[src/pkg/tic_defines.vh]
// Purpose: Shared constants for the timer input capture unit
// Assumes: 32-bit APB data, byte addresses, one word per register
// Notes: Included by its bare name from every design file
`ifndef TIC_DEFINES_VH
`define TIC_DEFINES_VH

// Register byte addresses
`define TIC_ADDR_CTRL 8'h00
`define TIC_ADDR_COUNT 8'h04
`define TIC_ADDR_RELOAD 8'h08
`define TIC_ADDR_IRQ_STATUS 8'h0c
`define TIC_ADDR_IRQ_MASK 8'h10
`define TIC_ADDR_GIE 8'h14

// Control register field positions
`define TIC_CTRL_RUN_UNDERFLOW 0
`define TIC_CTRL_EDGE_SELECT 1
`define TIC_CTRL_MODE_LO 2
`define TIC_CTRL_MODE_HI 3
`define TIC_CTRL_IRQ_ENABLE 4
`define TIC_CTRL_CAPTURE_PENDING 5
`define TIC_CTRL_SECOND_EDGE 6

// Interrupt status and mask field positions
`define TIC_IRQ_CAPTURE 0
`define TIC_IRQ_UNDERFLOW 1

// Mode encodings, high bit then low bit
`define TIC_MODE_EVENT 2'h0
`define TIC_MODE_CAPTURE 2'h1
`define TIC_MODE_PWM 2'h2
`define TIC_MODE_DIFF 2'h3

// Reset values
`define TIC_RST_CTRL 7'h00
`define TIC_RST_COUNT 16'h0000
`define TIC_RST_RELOAD 16'h0000
`define TIC_RST_IRQ 2'h0

// Latency of the APB slave in access-phase cycles
`define TIC_APB_WAIT 1

`endif

[src/verilog/tic_timer.v]
// Purpose: 16-bit timer in single-edge and difference capture modes
// Assumes: ce marks instruction clock cycles; APB slave on pclk
// Notes: Event and PWM modes only hold the counter still
//
// The implementer's own choices: the register addresses and register access over APB.
`timescale 1ns/1ps
`include "tic_defines.vh"

module tic_timer #(
  parameter CW = 16,
  parameter AW = 8
) (
  // Clock, reset and clock enable
  input wire pclk,
  input wire presetn,
  input wire ce,
  // APB slave
  input wire psel,
  input wire penable,
  input wire pwrite,
  input wire [AW-1:0] paddr,
  input wire [31:0] pwdata,
  output reg [31:0] prdata,
  output reg pready,
  output reg pslverr,
  // Capture pin
  input wire capture_input_pin,
  // Interrupt to the core
  output reg timer_interrupt
);

  // Difference capture states
  localparam [1:0] DS_IDLE = 2'h0;
  localparam [1:0] DS_WAIT = 2'h1;
  localparam [1:0] DS_COUNT = 2'h2;

  localparam [CW-1:0] CNT_ONES = {CW{1'b1}};
  localparam [CW-1:0] CNT_ZERO = {CW{1'b0}};
  localparam [CW-1:0] CNT_ONE = {{(CW-1){1'b0}}, 1'b1};

  // Control fields and global interrupt enable
  reg run_underflow_r;
  reg edge_select_r;
  reg mode_lo_r;
  reg mode_hi_r;
  reg timer_irq_enable_r;
  reg capture_pending_r;
  reg second_edge_r;
  reg gie_r;

  // Datapath and interrupt state
  reg [CW-1:0] timer_count_r;
  reg [CW-1:0] timer_count_nxt;
  reg [CW-1:0] reload_capture_reg_r;
  reg [1:0] irq_status_r;
  reg [1:0] irq_mask_r;
  reg [1:0] diff_st_r;
  reg [1:0] diff_st_nxt;

  // Combinational events
  reg cap_evt;
  reg und_evt;
  reg [31:0] rd_data;
  reg rd_hit;

  wire rise;
  wire fall;
  wire [1:0] mode;
  wire cap_mode;
  wire diff_mode;
  wire any_capture;
  wire cap_edge;
  wire first_edge;
  wire second_edge;
  wire apb_sample;
  wire apb_done;
  wire wr_done;
  wire wr_ctrl;
  wire wr_count;
  wire wr_reload;
  wire wr_status;
  wire wr_mask;
  wire wr_gie;
  wire cap_new;
  wire und_new;
  wire capture_pending_nxt;
  wire run_underflow_nxt;
  wire [1:0] irq_status_nxt;
  wire irq_nxt;

  // Pin synchroniser and edge detector
  tic_edge_sync u_sync (
    .pclk(pclk),
    .presetn(presetn),
    .ce(ce),
    .pin_in(capture_input_pin),
    .rise_r(rise),
    .fall_r(fall)
  );

  // Mode decode
  assign mode = {mode_hi_r, mode_lo_r};
  assign cap_mode = (mode == `TIC_MODE_CAPTURE);
  assign diff_mode = (mode == `TIC_MODE_DIFF);
  assign any_capture = cap_mode | diff_mode;

  assign cap_edge = edge_select_r ? fall : rise;
  assign first_edge = edge_select_r ? fall : rise;
  assign second_edge = second_edge_r ? fall : rise;

  // APB phases: sample in first access cycle, finish when pready
  assign apb_sample = psel & penable & ~pready;
  assign apb_done = psel & penable & pready;
  assign wr_done = apb_done & pwrite;
  assign wr_ctrl = wr_done & (paddr == `TIC_ADDR_CTRL);
  assign wr_count = wr_done & (paddr == `TIC_ADDR_COUNT);
  assign wr_reload = wr_done & (paddr == `TIC_ADDR_RELOAD);
  assign wr_status = wr_done & (paddr == `TIC_ADDR_IRQ_STATUS);
  assign wr_mask = wr_done & (paddr == `TIC_ADDR_IRQ_MASK);
  assign wr_gie = wr_done & (paddr == `TIC_ADDR_GIE);

  // Read mux and address decode
  always @* begin
    rd_data = 32'h00000000;
    rd_hit = 1'b1;
    case (paddr)
      `TIC_ADDR_CTRL: begin
        rd_data[`TIC_CTRL_RUN_UNDERFLOW] = run_underflow_r;
        rd_data[`TIC_CTRL_EDGE_SELECT] = edge_select_r;
        rd_data[`TIC_CTRL_MODE_LO] = mode_lo_r;
        rd_data[`TIC_CTRL_MODE_HI] = mode_hi_r;
        rd_data[`TIC_CTRL_IRQ_ENABLE] = timer_irq_enable_r;
        rd_data[`TIC_CTRL_CAPTURE_PENDING] = capture_pending_r;
        rd_data[`TIC_CTRL_SECOND_EDGE] = second_edge_r;
      end
      `TIC_ADDR_COUNT: begin
        rd_data[CW-1:0] = timer_count_r;
      end
      `TIC_ADDR_RELOAD: begin
        rd_data[CW-1:0] = reload_capture_reg_r;
      end
      `TIC_ADDR_IRQ_STATUS: begin
        rd_data[1:0] = irq_status_r;
      end
      `TIC_ADDR_IRQ_MASK: begin
        rd_data[1:0] = irq_mask_r;
      end
      `TIC_ADDR_GIE: begin
        rd_data[0] = gie_r;
      end
      default: begin
        rd_hit = 1'b0;
      end
    endcase
  end

  // Difference capture sequencing
  always @* begin
    diff_st_nxt = diff_st_r;
    case (diff_st_r)
      DS_IDLE: begin
        if (diff_mode) begin
          diff_st_nxt = DS_WAIT;
        end
      end
      DS_WAIT: begin
        if (first_edge) begin
          diff_st_nxt = DS_COUNT;
        end
      end
      DS_COUNT: begin
        if (second_edge) begin
          diff_st_nxt = DS_WAIT;
        end
      end
      default: begin
        diff_st_nxt = DS_IDLE;
      end
    endcase
    if (!diff_mode) begin
      diff_st_nxt = DS_IDLE;
    end
  end

  // Counter and capture events
  always @* begin
    timer_count_nxt = timer_count_r;
    cap_evt = 1'b0;
    und_evt = 1'b0;
    if (cap_mode) begin
      if (timer_count_r == CNT_ZERO) begin
        timer_count_nxt = CNT_ONES;
        und_evt = 1'b1;
      end else begin
        timer_count_nxt = timer_count_r - CNT_ONE;
      end
      cap_evt = cap_edge;
    end else if (diff_mode) begin
      if (diff_st_r == DS_WAIT && first_edge) begin
        timer_count_nxt = CNT_ZERO;
      end else if (diff_st_r == DS_COUNT) begin
        if (second_edge) begin
          cap_evt = 1'b1;
        end else begin
          timer_count_nxt = timer_count_r + CNT_ONE;
          und_evt = (timer_count_r == CNT_ONES);
        end
      end
    end
    if (wr_count) begin
      timer_count_nxt = pwdata[CW-1:0];
    end
  end

  // zero clears, one keeps, event wins; outside capture modes run_underflow_r takes the written bit
  assign capture_pending_nxt = (capture_pending_r
    & ~(wr_ctrl & ~pwdata[`TIC_CTRL_CAPTURE_PENDING])) | cap_evt;
  assign run_underflow_nxt = any_capture ?
    ((run_underflow_r & ~(wr_ctrl & ~pwdata[`TIC_CTRL_RUN_UNDERFLOW])) | und_evt) :
    (wr_ctrl ? pwdata[`TIC_CTRL_RUN_UNDERFLOW] : run_underflow_r);

  // event only when flag was clear
  assign cap_new = cap_evt & ~capture_pending_r;
  assign und_new = und_evt & ~run_underflow_r & any_capture;

  // each sticky bit set by its own event; set beats clear
  assign irq_status_nxt = (irq_status_r & ~({2{wr_status}} & pwdata[1:0]))
    | {und_new, cap_new};

  // enables and a live flag needed
  assign irq_nxt = timer_irq_enable_r & gie_r
    & |(irq_status_r & irq_mask_r & {run_underflow_r, capture_pending_r});

  // APB handshake and read data
  always @(posedge pclk or negedge presetn) begin
    if (!presetn) begin
      pready <= 1'b0;
      pslverr <= 1'b0;
      prdata <= 32'h00000000;
    end else if (ce) begin
      pready <= apb_sample;
      if (apb_sample) begin
        pslverr <= ~rd_hit;
        prdata <= pwrite ? 32'h00000000 : rd_data;
      end else if (apb_done) begin
        pslverr <= 1'b0;
      end
    end
  end

  // Control register and global interrupt enable
  always @(posedge pclk or negedge presetn) begin
    if (!presetn) begin
      edge_select_r <= 1'b0;
      mode_lo_r <= 1'b0;
      mode_hi_r <= 1'b0;
      timer_irq_enable_r <= 1'b0;
      second_edge_r <= 1'b0;
      capture_pending_r <= 1'b0;
      run_underflow_r <= 1'b0;
      gie_r <= 1'b0;
    end else if (ce) begin
      if (wr_ctrl) begin
        mode_lo_r <= pwdata[`TIC_CTRL_MODE_LO];
        mode_hi_r <= pwdata[`TIC_CTRL_MODE_HI];
        edge_select_r <= pwdata[`TIC_CTRL_EDGE_SELECT];
        timer_irq_enable_r <= pwdata[`TIC_CTRL_IRQ_ENABLE];
        second_edge_r <= pwdata[`TIC_CTRL_SECOND_EDGE];
      end
      if (wr_gie) begin
        gie_r <= pwdata[0];
      end
      capture_pending_r <= capture_pending_nxt;
      run_underflow_r <= run_underflow_nxt;
    end
  end

  // Counter, capture register and sequencer state
  always @(posedge pclk or negedge presetn) begin
    if (!presetn) begin
      timer_count_r <= `TIC_RST_COUNT;
      reload_capture_reg_r <= `TIC_RST_RELOAD;
      diff_st_r <= DS_IDLE;
    end else if (ce) begin
      timer_count_r <= timer_count_nxt;
      diff_st_r <= diff_st_nxt;
      if (cap_evt) begin
        reload_capture_reg_r <= timer_count_r;
      end else if (wr_reload) begin
        reload_capture_reg_r <= pwdata[CW-1:0];
      end
    end
  end

  // Interrupt status, mask and output
  always @(posedge pclk or negedge presetn) begin
    if (!presetn) begin
      irq_status_r <= `TIC_RST_IRQ;
      irq_mask_r <= `TIC_RST_IRQ;
      timer_interrupt <= 1'b0;
    end else if (ce) begin
      irq_status_r <= irq_status_nxt;
      if (wr_mask) begin
        irq_mask_r <= pwdata[1:0];
      end
      timer_interrupt <= irq_nxt;
    end
  end

endmodule // tic_timer

[src/verilog/tic_edge_sync.v]
// Purpose: Synchronise the capture pin and report its edges
// Assumes: Pin is asynchronous to pclk
// Notes: Edge pulses last one enabled cycle
`timescale 1ns/1ps
`include "tic_defines.vh"

module tic_edge_sync (
  // Clock and reset
  input wire pclk,
  input wire presetn,
  input wire ce,
  // Pin and edge pulses
  input wire pin_in,
  output reg rise_r,
  output reg fall_r
);

  reg meta_r;
  reg sync_r;
  reg prev_r;
  reg [2:0] fill_r;

  // Two-flop synchroniser, then a history flop for edges
  // Edges held off until history is filled: idle level is no edge
  always @(posedge pclk or negedge presetn) begin
    if (!presetn) begin
      meta_r <= 1'b0;
      sync_r <= 1'b0;
      prev_r <= 1'b0;
      fill_r <= 3'h0;
      rise_r <= 1'b0;
      fall_r <= 1'b0;
    end else if (ce) begin
      meta_r <= pin_in;
      sync_r <= meta_r;
      prev_r <= sync_r;
      fill_r <= {fill_r[1:0], 1'b1};
      rise_r <= fill_r[2] & sync_r & ~prev_r;
      fall_r <= fill_r[2] & ~sync_r & prev_r;
    end
  end

endmodule // tic_edge_sync

[config.mk]
export PLATFORM = sky130hd
export DESIGN_NAME = tic_timer
export DESIGN_NICKNAME = d
export VERILOG_FILES = /design/src/verilog/tic_timer.v /design/src/verilog/tic_edge_sync.v
export VERILOG_INCLUDE_DIRS = /design/src /design/src/pkg
export SDC_FILE = /design/constraint.sdc
export NUM_CORES = 1
export LEC_CHECK = 0
export BUFFER_PORTS_ARGS = -buffer_cell sky130_fd_sc_hd__buf_2
export CAP_MARGIN = 30
export CORE_MARGIN = 2
export CORE_UTILIZATION = 56
export CTS_CLUSTER_DIAMETER = 50
export DETAILED_ROUTE_END_ITERATION = 16
export GPL_ROUTABILITY_DRIVEN = 0
export GPL_TIMING_DRIVEN = 0
export MAX_ROUTING_LAYER = met4
export PLACE_DENSITY = 0.8
export REMOVE_ABC_BUFFERS = 1
export SYNTH_ARGS = -nofsm -noshare
export SYNTH_HDL_FRONTEND = slang
export SYNTH_SLANG_ARGS = --single-unit
export TNS_END_PERCENT = 50
[constraint.sdc]
create_clock -name pclk -period 2.6 [get_ports pclk]
set_input_delay 0.26 -clock pclk [delete_from_list [all_inputs] [get_ports pclk]]
set_output_delay 0.26 -clock pclk [all_outputs]
set_load 0.02 [all_outputs]
==> impl_metrics.py <==
metrics = {
    "synth": {
        "yosysWarnings": 0,
        "synth.top_cell.area_share_pct": 41.1,
        "ys_seq_area_share_pct": 41.1,
        "yosys-top-cells-area": "dfrtp_1, o21ai_0, nand2_1",
        "synth.distinct_cells": 61,
        "yosysTopAreaCell": "dfrtp_1",
        "synth-async-reset-ratio_pct": 100,
        "syn-cell-area_sq_mm": 0.00444,
        "yosysMostFrequentCell": "dfrtp_1",
        "synth_cells": 503,
        "yosys-top-cells-count": "dfrtp_1, nand2_1, o21ai_0, clkbuf_1, nor2_1",
        "synth_edf_count": 0,
        "synth_flop_cell": "dfrtp_1",
        "syn_area_per_cell_sq_um": 8.83,
        "synth-seq-cells": 73,
    },
    "place": {
        "numPortBuffers": 49,
        "dpl.hpwl_microns": 7840,
        "preCtsSetupSlack_ns": -0.620,
    },
    "floorplan": {
        "die_h_microns": 93.1,
        "die_area_sq_mm": 0.00866,
        "start_util_pct": 57.8,
        "ios": 82,
        "num_rows": 32,
        "core_area_sq_mm": 0.00769,
        "die_w_microns": 93.1,
    },
    "grt": {
        "grt_max_degree": 74,
        "antenna_found_initial": 0,
        "grt_pass1_wl_microns": 18600,
        "grtUsageTotal_pct": 28.0,
        "first_global_vias": 3740,
        "overflow": 0,
    },
    "worst_hold_path": {
        "hp-class": "input port to async pin",
    },
    "sta": {
        "hold_violations": 0,
        "fin_crit_ns": 2.48,
        "hold_ws_ns": 0.00907,
        "setup_viol": 0,
        "worst_slack_ns": 0.119,
        "fmax_ghz": 0.403,
        "final_max_slew_viol_count": 0,
        "finalCritPeriodShare_pct": 95.4,
        "finalClockSkew_ns": 0.0154,
        "rsz0062_at_grt": "false",
        "slew_headroom_pct": 38.8,
        "worstMarginPinSlew_ns": 0.918,
    },
    "worst_setup_path": {
        "crit_arrival_ns": 2.74,
        "critPathSlowestCell": "or4_4",
        "crit_fanout": 13,
        "critPathLaunchType": "flip-flop",
        "ff2ff_path_depth": 6,
        "crit_start": "timer_count_r[2]$_DFFE_PN0P_",
        "path_common_cell": "or4_1",
        "max_stage_delay_ns": 0.62,
        "cp-end-kind": "flip-flop",
        "path_class": "flip-flop to flip-flop",
        "crit_buf_inv": 0,
        "cp.required_ns": 2.86,
        "crit_chain": "or4_4 -> or4_1 -> or4_1 -> o21ai_1 -> a211oi_1 -> o31ai_2",
        "r2r-end": "timer_count_r[15]$_DFFE_PN0P_",
        "regToRegSetupSlack_ns": 0.12,
        "critPathTopFamily": "simple AND/OR/NAND/NOR gates",
        "timing.rr.start": "timer_count_r[2]$_DFFE_PN0P_",
    },
    "power_and_ir_drop": {
        "clkPwrFrac_pct": 37.4,
        "power.switching_uw": 606,
        "intPower_uw": 1600,
        "powerDensity_mw_per_mm2": 450,
        "p_sw_share_pct": 27.5,
        "irDropWorstVdd_v": 0.000277,
        "comb_power_share_pct": 9.2,
        "p_seq_share_pct": 53.5,
        "total_power_uw": 2210,
        "power.leakage_uw": 0.00223,
    },
    "route": {
        "vias": 4087,
        "drt_pass1_iterations": 6,
        "drt-total-wl_microns": 11500,
        "drt_first_iter_violations": 455,
        "drc": 0,
        "wl_per_cell_microns": 18.1,
        "ant_nets": 0,
        "vias_per_cell": 6.44,
    },
    "clock_network": {
        "cts_tree": "done",
        "cts_root_buf": "clkbuf_8",
        "numClockSinks": 73,
        "clk_path_buf_depth": 2,
        "clock_latency_ns": 0.36,
        "numCtsBuffers": 9,
        "h-tree-depth": 3,
        "path_clk_slew_ns": 0.09,
    },
    "layout": {
        "final_nets": 578,
        "syn_to_final_growth_pct": 10.4,
        "antenna_cells": 0,
        "drive_gt1_share_pct": 20.5,
        "fillCellCount": 670,
    },
    "flow_run": {
        "maxCapViolations": 0,
    },
    "run_status": {
        "status": "completed",
    },
}
==> repair_timing <==
| action | in CTS | in global routing |
|---|---|---|
| resized for setup | 5 | 6 |
| pin swaps | 1 | 0 |
| cloned | 0 | 0 |
| endpoints found under the setup margin | 27 | 24 |
| buffers inserted | 1 | 0 |
| hold buffers | 0 | 0 |
==> final cells by class <==
type / instances / area (sq um) / area share (%)
clock inverter: 5 / 40.0 / 0.817
multi-input combinational: 380 / 2420 / 49.4
inverter: 9 / 33.8 / 0.689
timing repair buffer: 55 / 312 / 6.36
tap: 102 / 128 / 2.60
sequential: 73 / 1830 / 37.3
clock buffer: 11 / 141 / 2.88
==> cell families after synthesis <==
family | after synthesis | share of synthesized area, %
AOI/OAI and AO/OA | 155 | 23.1
xor gates and xnor gates | 4 | 0.789
adders and majority gates | 3 | 0.845
buffers and inverters | 65 | 7.15
DFF | 73 | 41.1
muxes | 33 | 7.86
other | 1 | 0.0844
and+or+nand+nor | 169 | 19.1
==> how the worst max path moves through the flow <==
stage / endpoint / slack (ns) / depth (start not counted)
detailed placement: reload_capture_reg_r[14]$_DFFE_PN0P_ / -0.62 / 7
global placement: reload_capture_reg_r[11]$_DFFE_PN0P_ / -2.73 / 5
finish: timer_count_r[15]$_DFFE_PN0P_ / 0.12 / 6
global route: timer_count_r[15]$_DFFE_PN0P_ / 0.0008 / 6
CTS: timer_count_r[3]$_DFFE_PN0P_ / 0.02 / 6
floorplan: reload_capture_reg_r[0]$_DFFE_PN0P_ / -1.19 / 5
==> registers in the layout (all words and copies together) (netlist names), 2 cells and up <==
register and flops:
diff_st_r 2, irq_mask_r 2, irq_status_r 2, prdata 16
reload_capture_reg_r 16, timer_count_r 16, u_sync.fill_r 3
==> power by group through the flow <==
stage | clock, uW | sequential, uW | combinational, uW
floorplan | 0 | 1200 | 100
global placement | 0 | 1200 | 190
detailed placement | 0 | 1200 | 197
CTS | 830 | 1180 | 199
global route | 873 | 1180 | 224
finish | 824 | 1180 | 202
==> layout by cell type (no fill, tap or decap), drive strengths merged, types with 3 or more instances in the layout <==
| cell | instances |
|---|---|
| o21ai | 61 |
| nor2b | 5 |
| and2 | 5 |
| ha | 3 |
| nand4 | 4 |
| nand3 | 11 |
| a221oi | 6 |
| nand2 | 62 |
| nor4 | 9 |
| nor3 | 9 |
| a22o | 9 |
| and3 | 7 |
| o221ai | 4 |
| a22oi | 11 |
| clkinvlp | 3 |
| or4 | 5 |
| clkbuf | 11 |
| a221o | 3 |
| o31ai | 10 |
| or3 | 5 |
| a31oi | 3 |
| inv | 10 |
| nand2b | 6 |
| a21oi | 20 |
| mux2i | 18 |
| a211oi | 3 |
| mux2 | 15 |
| dfrtp | 73 |
| nor2 | 30 |
| xor2 | 4 |
| buf | 55 |
| conb | 16 |
==> per-layer routing <==
| metal | global-route usage (%) | routed length (microns) |
|---|---|---|
| met5 | - | 0 |
| met4 | 9.93 | 248 |
| met3 | 5.56 | 832 |
| met2 | 42.5 | 5390 |
| met1 | 37.8 | 5030 |
==> through the flow <==
stage / std cells / setup TNS [ns] / util, % / cell area, sq um
floorplan: 462 / -19.17 / - / 4210
global placement: 613 / -57.02 / 59.7 / 4590
detailed placement: 617 / -15.35 / 60.6 / 4660
CTS: 634 / 0 / 63.3 / 4870
global route: 635 / 0 / 63.8 / 4900
finish: 635 / 0 / 63.8 / 4900
==> worst register-to-register path: cells and delay by family (launching register included) <==
kind               cells  cell delay [ns]
AOI/OAI and AO/OA      3             0.37
DFF                    1             0.54
and+or+nand+nor        3             1.48
No activity file was read; power rests on OpenSTA's default activity.
